### src/ifc_consts.svh
/*
  register offsets, field positions, reset values and mode codes
  of the interrupt flag and pin control block; definitions only
*/
`ifndef IFC_CONSTS_SVH
`define IFC_CONSTS_SVH
`define IFC_OFS_ORB 4'h0
`define IFC_OFS_ORA 4'h1
`define IFC_OFS_T1L 4'h4
`define IFC_OFS_T1H 4'h5
`define IFC_OFS_T2L 4'h8
`define IFC_OFS_T2H 4'h9
`define IFC_OFS_SHIFT 4'ha
`define IFC_OFS_AUX 4'hb
`define IFC_OFS_PINCTL 4'hc
`define IFC_OFS_FLAGS 4'hd
`define IFC_OFS_MASK 4'he
`define IFC_RST_BYTE 8'h00
`define IFC_RST_FLAGS 7'h00
`define IFC_AUX_DIR 4
`define IFC_AUX_MHI 3
`define IFC_AUX_MLO 2
`define IFC_PC_A_EDGE 0
`define IFC_PC_A_IND 1
`define IFC_PC_A_POL 2
`define IFC_PC_A_OUT 3
`define IFC_PC_B_EDGE 4
`define IFC_PC_B_LVL 5
`define IFC_PC_B_POL 6
`define IFC_PC_B_OUT 7
`define IFC_SET_BIT 7
`define IFC_SH_FREE 2'h0
`define IFC_SH_TIMER 2'h1
`define IFC_SH_SYS 2'h2
`define IFC_SH_EXT 2'h3
`define IFC_A_HANDSHAKE 2'h0
`define IFC_A_PULSE 2'h1
`define IFC_A_LOW 2'h2
`define IFC_A_HIGH 2'h3
`define IFC_LAST_SHIFT 3'h7
`endif

### src/ifc_pkg.sv
/*
  types shared by the interrupt flag and pin control block;
  assumes the constants header supplies all numbers
*/
package ifc_pkg;
  typedef struct packed {
    logic sel;
    logic rd;
    logic [3:0] addr;
    logic [7:0] wdata;
  } ifc_bus_t;
  typedef enum logic [1:0] {
    IFC_IDLE = 2'b01,
    IFC_RUN = 2'b10
  } ifc_shift_st_t;
endpackage

### src/ifc_block.sv
/*
  shifter byte fifo and the interrupt flag, mask and pin control
  logic; assumes one bus access per cycle of sel, timers outside
*/
// Function
// - free-running mode rotates top bit into bit 0 forever, counter off.
// - timer mode: shifter access resets count, shifts 8 bits, 8 strobes.
// - after 8th timer shift: stop, set shifter flag, serial line to level bit.
// - timer mode reload before last time-out keeps shifting without a gap.
// - system-clock mode shifts every clock, second timer left independent.
// - external mode: flag every 8 strobe pulses, shifting continues.
// - interrupt output low while any flag and its mask bit are both 1.
// - flag register bit 7 reads the OR of flag AND mask.
// - one flag register; mask uses same bit positions.
// - port A flags set by pin edges, cleared by port A output access.
// - shifter flag set after eight shifts, cleared by shifter access.
// - port B flags set by pin edges, cleared by port B output access.
// - timer flags set on time-out, cleared by low read or high write.
// - flag register readable; writing 1 clears a flag, 0 leaves it.
// - bit 7 of flags is not writable; it follows the flags.
// - mask write with bit 7 at 0 clears bits written as 1.
// - mask write with bit 7 at 1 sets bits written as 1.
// - mask reads back bits 6 to 0, bit 7 reads 0.
// - pin control holds B serial mode, B edge, A mode, A edge.
// - port A edge select 0 means falling edge, 1 rising edge.
// - control-line input modes; independent modes clear only by writing 1.
// - handshake: line low on port A access, high on next edge input.
// - pulse mode: line low exactly one clock after port A access.
// - manual modes hold control line low or high by lowest mode bit.
// - direction bit 1 selects output modes, two low bits pick which.
`timescale 1ns/1ps
`include "ifc_consts.svh"

module ifc_fifo #(
  parameter int W = 8,
  parameter int D = 16
) (
  input wire logic clk,
  input wire logic sys_rst,
  input wire logic wr_valid,
  output logic wr_ready,
  input wire logic [W-1:0] wr_data,
  output logic rd_valid,
  input wire logic rd_ready,
  output logic [W-1:0] rd_data
);
  localparam int AW = $clog2(D);
  logic [W-1:0] mem_q [D];
  logic [AW-1:0] wp_q;
  logic [AW-1:0] rp_q;
  logic [AW:0] cnt_q;
  logic push;
  logic pop;
  assign wr_ready = cnt_q != (AW+1)'(D);
  assign rd_valid = cnt_q != '0;
  assign rd_data = mem_q[rp_q];
  assign push = wr_valid & wr_ready;
  assign pop = rd_valid & rd_ready;
  always_ff @(posedge clk) begin
    if (push) begin
      mem_q[wp_q] <= wr_data;
    end
  end
  always_ff @(posedge clk or posedge sys_rst) begin
    if (sys_rst) begin
      wp_q <= '0;
      rp_q <= '0;
      cnt_q <= '0;
    end else begin
      if (push) begin
        wp_q <= (wp_q == AW'(D-1)) ? '0 : wp_q + 1'b1;
      end
      if (pop) begin
        rp_q <= (rp_q == AW'(D-1)) ? '0 : rp_q + 1'b1;
      end
      cnt_q <= cnt_q + (AW+1)'(push) - (AW+1)'(pop);
    end
  end
endmodule

module ifc_irq_pinctl #(
  parameter int FIFO_D = 16
) (
  input wire logic clk,
  input wire logic sys_rst,
  input ifc_pkg::ifc_bus_t bus_i,
  output logic [7:0] rd_data_q,
  output logic shift_fifo_ready,
  input wire logic t1_timeout_i,
  input wire logic t2_timeout_i,
  input wire logic t2_tick_i,
  input wire logic port_a_edge_input,
  input wire logic port_a_control_line_i,
  output logic port_a_control_line_o,
  output logic port_a_control_line_oe,
  input wire logic port_b_strobe_line_i,
  output logic port_b_strobe_line_o,
  output logic port_b_strobe_line_oe,
  input wire logic port_b_serial_line_i,
  output logic port_b_serial_line_o,
  output logic port_b_serial_line_oe,
  output logic irq_n_o,
  output logic irq_n_oe
);

  logic [3:0] pin_raw;
  logic [3:0] s1_q;
  logic [3:0] s2_q;
  logic [3:0] s3_q;
  logic [3:0] filt_q;
  logic [3:0] prev_q;
  logic [3:0] rise;
  logic [3:0] fall;
  assign pin_raw = {port_b_serial_line_i, port_b_strobe_line_i,
                    port_a_control_line_i, port_a_edge_input};
  assign rise = filt_q & ~prev_q;
  assign fall = ~filt_q & prev_q;
  // a pin change counts once the second and third stages agree
  for (genvar g = 0; g < 4; g++) begin : g_sync
    always_ff @(posedge clk or posedge sys_rst) begin
      if (sys_rst) begin
        s1_q[g] <= 1'b1;
        s2_q[g] <= 1'b1;
        s3_q[g] <= 1'b1;
        filt_q[g] <= 1'b1;
        prev_q[g] <= 1'b1;
      end else begin
        s1_q[g] <= pin_raw[g];
        s2_q[g] <= s1_q[g];
        s3_q[g] <= s2_q[g];
        if (s2_q[g] == s3_q[g]) begin
          filt_q[g] <= s3_q[g];
        end
        prev_q[g] <= filt_q[g];
      end
    end
  end

  logic [7:0] pinctl_q;
  logic [7:0] aux_q;
  logic [6:0] mask_q;
  logic [6:0] flags_q;
  logic [7:0] sh_q;
  logic [2:0] cnt_q;
  logic ca2_q;
  logic ser_q;
  logic strobe_q;
  ifc_pkg::ifc_shift_st_t st_q;
  logic wr;
  logic rd;
  logic [7:0] din;
  logic ora_acc;
  logic orb_acc;
  logic sr_acc;
  logic irq;
  assign din = bus_i.wdata;
  assign wr = bus_i.sel & ~bus_i.rd;
  assign rd = bus_i.sel & bus_i.rd;
  assign ora_acc = bus_i.sel & (bus_i.addr == `IFC_OFS_ORA);
  assign orb_acc = bus_i.sel & (bus_i.addr == `IFC_OFS_ORB);
  assign sr_acc = bus_i.sel & (bus_i.addr == `IFC_OFS_SHIFT);

  logic out_en;
  logic [1:0] mode;
  logic tick;
  logic shift_now;
  logic last;
  logic stop_mode;
  logic load;
  logic fifo_valid;
  logic [7:0] fifo_byte;
  assign out_en = aux_q[`IFC_AUX_DIR];
  assign mode = aux_q[`IFC_AUX_MHI:`IFC_AUX_MLO];
  assign stop_mode = (mode == `IFC_SH_TIMER) | (mode == `IFC_SH_SYS);
  always_comb begin
    case (mode)
      `IFC_SH_SYS: tick = 1'b1;
      `IFC_SH_EXT: tick = rise[2];
      default: tick = t2_tick_i;
    endcase
  end
  assign shift_now = out_en & (st_q == ifc_pkg::IFC_RUN) & tick;
  assign last = cnt_q == `IFC_LAST_SHIFT;
  // next byte taken at the last shift
  // free-running takes a new byte at once, the counted modes at a byte boundary
  assign load = out_en & fifo_valid & ((st_q == ifc_pkg::IFC_IDLE) |
                (mode == `IFC_SH_FREE) | (shift_now & last));

  ifc_fifo #(.W(8), .D(FIFO_D)) u_fifo (
    .clk(clk),
    .sys_rst(sys_rst),
    .wr_valid(wr & sr_acc),
    .wr_ready(shift_fifo_ready),
    .wr_data(din),
    .rd_valid(fifo_valid),
    .rd_ready(load),
    .rd_data(fifo_byte)
  );

  always_ff @(posedge clk or posedge sys_rst) begin
    if (sys_rst) begin
      sh_q <= `IFC_RST_BYTE;
    end else if (load) begin
      sh_q <= fifo_byte;
    end else if (shift_now) begin
      sh_q <= {sh_q[6:0], sh_q[7]};
    end
  end

  always_ff @(posedge clk or posedge sys_rst) begin
    if (sys_rst) begin
      cnt_q <= '0;
    end else if (sr_acc | load) begin
      cnt_q <= '0;
    end else if (shift_now & (mode != `IFC_SH_FREE)) begin
      cnt_q <= cnt_q + 3'h1;
    end
  end

  always_ff @(posedge clk or posedge sys_rst) begin
    if (sys_rst) begin
      st_q <= ifc_pkg::IFC_IDLE;
    end else begin
      case (st_q)
        ifc_pkg::IFC_IDLE: begin
          // a write runs once its byte leaves the fifo; a read reruns the byte held
          if (load | (out_en & rd & sr_acc)) begin
            st_q <= ifc_pkg::IFC_RUN;
          end
        end
        ifc_pkg::IFC_RUN: begin
          if (~out_en) begin
            st_q <= ifc_pkg::IFC_IDLE;
          end else if (shift_now & last & stop_mode & ~load & ~sr_acc) begin
            st_q <= ifc_pkg::IFC_IDLE;
          end
        end
        default: st_q <= ifc_pkg::IFC_IDLE;
      endcase
    end
  end

  always_ff @(posedge clk or posedge sys_rst) begin
    if (sys_rst) begin
      ser_q <= 1'b1;
      strobe_q <= 1'b1;
    end else begin
      // idle level from the pin control level bit
      if (out_en & (st_q == ifc_pkg::IFC_RUN | ~stop_mode)) begin
        ser_q <= sh_q[7];
      end else begin
        ser_q <= pinctl_q[`IFC_PC_B_LVL];
      end
      strobe_q <= ~shift_now;
    end
  end
  assign port_b_serial_line_o = ser_q;
  assign port_b_serial_line_oe = out_en | (pinctl_q[7:6] == 2'h3);
  assign port_b_strobe_line_o = strobe_q;
  assign port_b_strobe_line_oe = out_en & stop_mode;

  // flag positions, shared by the mask
  logic [6:0] set_v;
  logic [6:0] clr_v;
  logic a_edge;
  logic a_in_mode;
  logic b_in_mode;
  assign a_edge = pinctl_q[`IFC_PC_A_EDGE] ? rise[0] : fall[0];
  assign a_in_mode = ~pinctl_q[`IFC_PC_A_OUT];
  assign b_in_mode = ~out_en & ~pinctl_q[`IFC_PC_B_OUT];
  always_comb begin
    set_v[0] = a_in_mode & (pinctl_q[`IFC_PC_A_POL] ? rise[1] : fall[1]);
    set_v[1] = a_edge;
    set_v[2] = shift_now & last & (mode != `IFC_SH_FREE);
    set_v[3] = b_in_mode & (pinctl_q[`IFC_PC_B_POL] ? rise[3] : fall[3]);
    set_v[4] = pinctl_q[`IFC_PC_B_EDGE] ? rise[2] : fall[2];
    set_v[5] = t2_timeout_i;
    set_v[6] = t1_timeout_i;
    // write one clears, bit 7 ignored
    clr_v = (wr & (bus_i.addr == `IFC_OFS_FLAGS)) ? din[6:0] : 7'h00;
    clr_v[0] = clr_v[0] | (ora_acc & ~(a_in_mode & pinctl_q[`IFC_PC_A_IND]));
    clr_v[1] = clr_v[1] | ora_acc;
    clr_v[2] = clr_v[2] | sr_acc;
    clr_v[3] = clr_v[3] | (orb_acc & ~(b_in_mode & pinctl_q[`IFC_PC_B_LVL]));
    clr_v[4] = clr_v[4] | orb_acc;
    clr_v[5] = clr_v[5] | (rd & (bus_i.addr == `IFC_OFS_T2L))
                        | (wr & (bus_i.addr == `IFC_OFS_T2H));
    clr_v[6] = clr_v[6] | (rd & (bus_i.addr == `IFC_OFS_T1L))
                        | (wr & (bus_i.addr == `IFC_OFS_T1H));
  end
  always_ff @(posedge clk or posedge sys_rst) begin
    if (sys_rst) begin
      flags_q <= `IFC_RST_FLAGS;
    end else begin
      flags_q <= (flags_q & ~clr_v) | set_v;
    end
  end

  always_ff @(posedge clk or posedge sys_rst) begin
    if (sys_rst) begin
      mask_q <= `IFC_RST_FLAGS;
    end else if (wr & (bus_i.addr == `IFC_OFS_MASK)) begin
      if (din[`IFC_SET_BIT]) begin
        mask_q <= mask_q | din[6:0];
      end else begin
        mask_q <= mask_q & ~din[6:0];
      end
    end
  end

  // pin control and shifter mode storage
  always_ff @(posedge clk or posedge sys_rst) begin
    if (sys_rst) begin
      pinctl_q <= `IFC_RST_BYTE;
      aux_q <= `IFC_RST_BYTE;
    end else if (wr) begin
      if (bus_i.addr == `IFC_OFS_PINCTL) begin
        pinctl_q <= din;
      end
      if (bus_i.addr == `IFC_OFS_AUX) begin
        aux_q <= din;
      end
    end
  end

  assign irq = |(flags_q & mask_q);
  assign irq_n_o = 1'b0;
  assign irq_n_oe = irq;

  always_ff @(posedge clk or posedge sys_rst) begin
    if (sys_rst) begin
      ca2_q <= 1'b1;
    end else begin
      case (pinctl_q[2:1])
        `IFC_A_HANDSHAKE: ca2_q <= ora_acc ? 1'b0 : (a_edge ? 1'b1 : ca2_q);
        `IFC_A_PULSE: ca2_q <= ~ora_acc;
        `IFC_A_LOW: ca2_q <= 1'b0;
        default: ca2_q <= 1'b1;
      endcase
    end
  end
  assign port_a_control_line_o = ca2_q;
  assign port_a_control_line_oe = pinctl_q[`IFC_PC_A_OUT];

  always_ff @(posedge clk or posedge sys_rst) begin
    if (sys_rst) begin
      rd_data_q <= `IFC_RST_BYTE;
    end else if (rd) begin
      case (bus_i.addr)
        `IFC_OFS_SHIFT: rd_data_q <= sh_q;
        `IFC_OFS_AUX: rd_data_q <= aux_q;
        `IFC_OFS_PINCTL: rd_data_q <= pinctl_q;
        `IFC_OFS_FLAGS: rd_data_q <= {irq, flags_q};
        `IFC_OFS_MASK: rd_data_q <= {1'b0, mask_q};
        default: rd_data_q <= `IFC_RST_BYTE;
      endcase
    end
  end
endmodule

### config.mk
export PLATFORM = sky130hd
export DESIGN_NAME = ifc_irq_pinctl
export DESIGN_NICKNAME = d
export VERILOG_FILES = /design/src/ifc_pkg.sv /design/src/ifc_block.sv
export VERILOG_INCLUDE_DIRS = /design/src
export SDC_FILE = /design/constraint.sdc
export NUM_CORES = 1
export LEC_CHECK = 0
export BUFFER_PORTS_ARGS = -buffer_cell sky130_fd_sc_hd__buf_4
export CORE_UTILIZATION = 60
export CTS_CLUSTER_DIAMETER = 100
export CTS_CLUSTER_SIZE = 8
export DETAILED_ROUTE_END_ITERATION = 8
export GPL_TIMING_DRIVEN = 0
export PLACE_DENSITY = 0.81
export SLEW_MARGIN = 20
export SYNTH_ARGS = -nofsm -noshare
export SYNTH_HDL_FRONTEND = slang
export SYNTH_HIERARCHICAL = 1
export SYNTH_SLANG_ARGS = --single-unit
### constraint.sdc
create_clock -name clk -period 6.5 [get_ports clk]
set_input_delay 0.325 -clock clk [delete_from_list [all_inputs] [get_ports clk]]
set_output_delay 0.325 -clock clk [all_outputs]
set_load 0.05 [all_outputs]
==> results of run 1 <==
## registers in the layout, summed over array words and instances, names as in the netlist, 5 cells and up, named ones only
register	flops
rd_data_q	8
pinctl_q	8
flags_q	7
u_fifo/cnt_q	5
u_fifo/mem_q	128
aux_q	8
sh_q	8
## timing repair
action	CTS	global route
hold endpoints to repair	32	0
hold buffers	7	0
buffers inserted	0	0
## final timing paths
kind                            depth (start not counted)              endpoint
worst max-delay path                                   17       u_fifo/cnt_q[4]
worst min-delay path                                    1    u_fifo/mem_q[0][0]
worst max register to register                         17       u_fifo/cnt_q[4]
worst min register to register                          0               s2_q[0]
max in group asynchronous                               4  port_b_strobe_line_o
min in group asynchronous                               3       u_fifo/cnt_q[1]
## critical path, delay by kind of cell (launching register included)
family	cells	cell delay, ns
AND/OR/NAND/NOR	2	0.35
AO/OA/AOI/OAI	4	0.94
XOR/XNOR	1	0.13
flip-flops	1	0.42
adder cells (fa/ha/maj)	4	1.02
buffers and inverters	6	0.57
## area by class of cell
class / count / area [sq um]
inverter: 21 / 81.3
tap: 188 / 235
sequential: 215 / 6050
clock inverter: 1 / 30.0
multi-input combinational: 310 / 2980
timing repair buffer: 46 / 378
buffer: 27 / 148
fill: 919 / 4390
clock buffer: 55 / 845
## metal layers
| layer | vias to the layer above | routed length [um] |
|---|---|---|
| met1 | 2829 | 8270 |
| met2 | 276 | 10200 |
| met3 | 57 | 1500 |
| li1 | 2381 | - |
| met5 | - | 0 |
| met4 | 0 | 772 |
## stage by stage
stage,setup WS [ns],power [mW],std cells,hold slack [ns],area [sq um]
6_report,3.01,4.13,863,0.152,10800
5_1_grt,2.85,4.30,863,0.145,10800
4_1_cts,3.03,4.15,863,0.136,10800
3_5_place_dp,3.02,2.71,800,0.349,9810
3_3_place_gp,3.00,2.66,797,0.345,9750
2_1_floorplan,3.30,2.43,573,0.202,9250
## logic make-up (layout without fill, tap and decap cells)
kind of cell	after synthesis	in the layout	share of synthesized area
flops	215	215	0.654
buf+inv	48	150	0.0245
fa+ha+maj	21	21	0.0281
mux	82	82	0.141
compound gates	83	83	0.0720
simple gates	115	115	0.0721
xor+xnor	8	8	0.00758
other cells	1	1	0.000405
## power by group
group          internal (mW)  switching, mW
sequential              1.57          0.106
combinational          0.487          0.541
clock                  0.866          0.555
total                   2.93           1.20
## cell usage in the layout (no fill, tap or decap), drive strengths merged, types with 4 or more instances in the layout
cell type and n:
o21ai 11, nor3b 5, dlygate4sd3 7, nor2 9, o211ai 6, buf 57
nand2 36, and2 14, a22oi 26, nor2b 7, clkbuf 64, dfstp 24
maj3 4, mux2 43, dfrtp 63, a22o 10, and3b 7, a21o 5
a21oi 5, edfxtp 128, ha 16, xnor2 5, mux4 32, nand3 6
nand3b 4, inv 21, and3 8, mux2i 7
==> impl_metrics.yaml, run 1 <==
clock_tree:
  root_buffer: "clkbuf_16"
  htree_levels: 1
  cts.sinks: 215
  ctsResizeCount: 0
  clk_latency_ns: 0.56
  cts_tree: "yes"
  cts_inserted_buffers: 30
  clock_path_buffers: 3
  path_clk_slew_ns: 0.06
yosys:
  synth_top_area_cell: "edfxtp_1"
  synth_top_cell_area_share: 0.416
  postSynthAreaPerCell_sq_um: 16.1
  yosys_warnings: 6
  seq_area_frac_synth: 0.654
  synth_ff_type: "edfxtp_1"
  synth_cell_type_count: 67
  synth_edf_count: 128
  synth.most_common_cell: "edfxtp_1"
  synth.net_count: 613
  ys_seq_elements: 215
  yosys-top-cells-count: "edfxtp_1 (128), dfrtp_1 (63), nand2_1 (36)"
  async_flop_share: 0.405
  synthCells: 573
  yosys-top-cells-area: "edfxtp_1 (42%), dfrtp_1 (17%), mux4_2 (7.8%)"
  synth_area_sq_um: 9250
timing:
  post-route-period-util: 0.537
  final_max_slew_viol_count: 0
  worstMarginPinSlew_ns: 0.708
  max_slew_margin: 0.528
  skew_ns: 0.0324
  tns_ns: 0
  grt_setup_unrepaired: "false"
  final.min_clock_period_ns: 3.49
  setup_viol: 0
  finalHoldViolCount: 0
  fmax_mhz: 287
critical_path:
  worstPathRequired_ns: 6.98
  critPathMaxStageDelay_ns: 0.42
  end_kind: "flip-flop"
  ff2ff_setup_slack_ns: 3.01
  cp-startpoint: "aux_q[3]"
  start_kind: "flip-flop"
  cpMaxStageDelayCell: "dfrtp_1"
  r2r_start: "aux_q[3]"
  cp_max_fo: 10
  crit_type: "flip-flop to flip-flop"
  worstPathArrival_ns: 3.97
  crit_path_cell_trace: "ha_1, and3b_4, o311a_4, o311ai_4, buf_8, inv_2, and2_4, buf_6, ha_1, inv_1, ha_1, inv_1, fa_1, inv_1, a21oi_1, o21bai_1, xnor2_1"
finish:
  area_delta_synth_final_pct: 16.2
  nets: 691
  finish.utilization: 0.710
  n_antenna_cell: 0
  drive_gt1_frac: 0.247
floorplan:
  ios: 40
  initial_core_util: 0.611
  rows: 45
  core_sq_um: 15100
  die_x_um: 126
  dieArea_sq_um: 15900
  die_h_um: 126
drt:
  via_per_inst: 6.42
  via_count: 5543
  drcViolationCount: 0
  routedWlPerCell_um: 24.1
  wirelength_um: 20800
  ant_nets: 0
  dr.pass1.iters: 7
  drt_iter0_drc: 541
global_routing:
  grt_max_degree: 62
  grt_pass1_wl_um: 32600
  grt_busiest_layer: "met2"
  grtUsageMet1: 0.365
  use_met2: 0.441
  grt_pass1_vias: 5735
  use_met3: 0.0518
  antenna_found_initial: 0
  grt_usage: 0.274
  grt_overflow: 0
placement:
  hpwl_um: 13200
  io_buffer_count: 36
  gp_congestion: 0.878
pwr:
  p_leak_nw: 4.15
  powerDensity_nw_per_um2: 384
  vdd_drop_max_v: 0.000249
hold_path:
  min_path_type: "primary input to flip-flop"
  hp-start: "bus_i[0]"
run_status:
  status: "completed"
flow_run:
  drv_cap: 0
Power figures use the tool's default switching activity.
==> run 2: changes to the inputs <==
Clock period 6.5 ns to 3.5 ns, I/O delays scaled along.
==> run 2 against run 1 <==
Critical path depth stayed put. Register-to-register slack worse by 2.9 ns. Non-clock buffer count is 18 higher. Final area is 1.6% higher. Combinational power is 93% higher. Critical endpoint unchanged. Largest cell class unchanged. Largest power group unchanged.
==> impl_metrics.yaml, run 2 (synthesis results as in run 1) <==
drt:
  wl_met2_um: 10300
  route.met3.wl_um: 1470
  m1WireLength_um: 8390
  top_layer_used: "met4"
  dr.pass1.iters: 5
  via_count: 5593
  ant_nets: 0
  wirelength_um: 20900
  drt_iter0_drc: 534
  routedWlPerCell_um: 23.8
  via_per_inst: 6.35
  drcViolationCount: 0
pwr:
  p_comb_frac: 0.256
  internal_power_mw: 5.49
  vdd_drop_max_v: 0.000468
  switching_share: 0.291
  p_seq_frac: 0.403
  powerDensity_nw_per_um2: 709
  p_sw_mw: 2.25
  pwr-share-clk: 0.340
  p_leak_nw: 4.23
floorplan:
  dieArea_sq_um: 15900
  initial_core_util: 0.611
  die_h_um: 126
  die_x_um: 126
  ios: 40
  core_sq_um: 15100
  rows: 45
timing:
  grt_setup_unrepaired: "false"
  skew_ns: 0.0350
  final_max_slew_viol_count: 0
  finalHoldViolCount: 0
  max_slew_margin: 0.526
  setup_ws_ns: 0.153
  post-route-period-util: 0.956
  setup_viol: 0
  tns_ns: 0
  fmax_mhz: 299
  worstMarginPinSlew_ns: 0.711
  final.min_clock_period_ns: 3.35
critical_path:
  start_kind: "flip-flop"
  crit_path_cell_trace: "ha_2, and3b_4, o311a_4, o311ai_4, buf_8, inv_4, and2_4, buf_6, ha_4, inv_1, ha_2, inv_1, fa_2, inv_2, a21oi_1, o21bai_1, xnor2_1"
  cpMaxStageDelayCell: "dfrtp_1"
  crit_buf_inv: 6
  cp_max_fo: 6
  crit_type: "flip-flop to flip-flop"
  end_kind: "flip-flop"
  critPathMaxStageDelay_ns: 0.40
  worstPathArrival_ns: 3.79
  worst_path_dominant_cell_family: "compound AO/OA/AOI/OAI gates"
  worstPathRequired_ns: 3.94
clock_tree:
  cts.sinks: 215
  cts_tree: "yes"
  htree_levels: 1
  clock_path_buffers: 3
  path_clk_slew_ns: 0.06
  clk_latency_ns: 0.56
  cts_inserted_buffers: 30
  root_buffer: "clkbuf_16"
global_routing:
  grt_overflow: 0
  grt_max_degree: 62
  grt_usage: 0.275
  grt_pass1_wl_um: 32800
  antenna_found_initial: 0
  grt_pass1_vias: 5756
finish:
  multi_input_area_sq_um: 3010
  fillers: 901
  drive_gt1_frac: 0.268
  final_common_cell: "edfxtp_1"
  regMostFlops: "u_fifo/mem_q"
  largest_reg_flops: 128
  area_delta_synth_final_pct: 18.1
  nets: 709
  n_antenna_cell: 0
  register_area_sq_um: 6050
  mostFrequentLayoutCells: "edfxtp_1 (128), dfrtp_1 (63), buf_4 (51)"
run_status:
  status: "completed"
placement:
  gp_congestion: 0.878
  hpwl_um: 13200
  pre_cts_ws_ns: 0.0196
  io_buffer_count: 36
flow_run:
  drv_cap: 0
hold_path:
  min_path_type: "primary input to flip-flop"
-- run 2: worst paths after layout --
check,start,endpoint,slack [ns],cells after the start
max in group asynchronous,sys_rst,port_b_strobe_line_o,2.77,4
worst min register to register,s1_q[0],s2_q[0],0.35,0
worst max-delay path,aux_q[3],u_fifo/cnt_q[4],0.15,17
worst min-delay path,bus_i[1],u_fifo/mem_q[5][1],0.01,1
worst max register to register,aux_q[3],u_fifo/cnt_q[4],0.15,17
min in group asynchronous,sys_rst,u_fifo/cnt_q[1],0.23,3
-- run 2: per-layer routing --
metal,global-route usage,vias up
met4,0.130,0
met3,0.0518,58
met1,0.370,2860
met5,0,-
met2,0.439,263
li1,-,2412
-- run 2: final cells by class --
class / count / share of cell area
tap: 188 / 0.0215
clock buffer: 55 / 0.0773
timing repair buffer: 64 / 0.0481
inverter: 21 / 0.00767
buffer: 27 / 0.0135
sequential: 215 / 0.554
clock inverter: 1 / 0.00275
multi-input combinational: 310 / 0.275
-- run 2: power groups by stage --
| stage | registers, mW | logic, mW | clock network [mW] |
|---|---|---|---|
| after floorplan | 3.14 | 1.38 | 0 |
| final | 3.12 | 1.99 | 2.64 |
| after detailed placement | 3.16 | 1.87 | 0 |
| after global routing | 3.14 | 2.14 | 2.78 |
| after global placement | 3.14 | 1.80 | 0 |
| after CTS | 3.12 | 1.92 | 2.68 |
-- run 2: what timing repair did --
item / in CTS / in global routing
setup endpoints to repair: 0 / 1
resized for setup: 0 / 7
endpoints found under the hold margin: 110 / 0
setup buffers: 0 / 13
hold buffers: 12 / 0
-- run 2: through the flow --
stage          hold WS [ns]  power (mW)  area, sq um  instances  utilization
2_1_floorplan        0.0520        4.51         9250        573            -
3_3_place_gp          0.233        4.93         9750        797        0.644
3_5_place_dp          0.262        5.03         9810        800        0.648
4_1_cts             0.00161        7.72        10800        868        0.713
5_1_grt             0.00322        8.07        10900        881        0.721
6_report             0.0147        7.74        10900        881        0.721
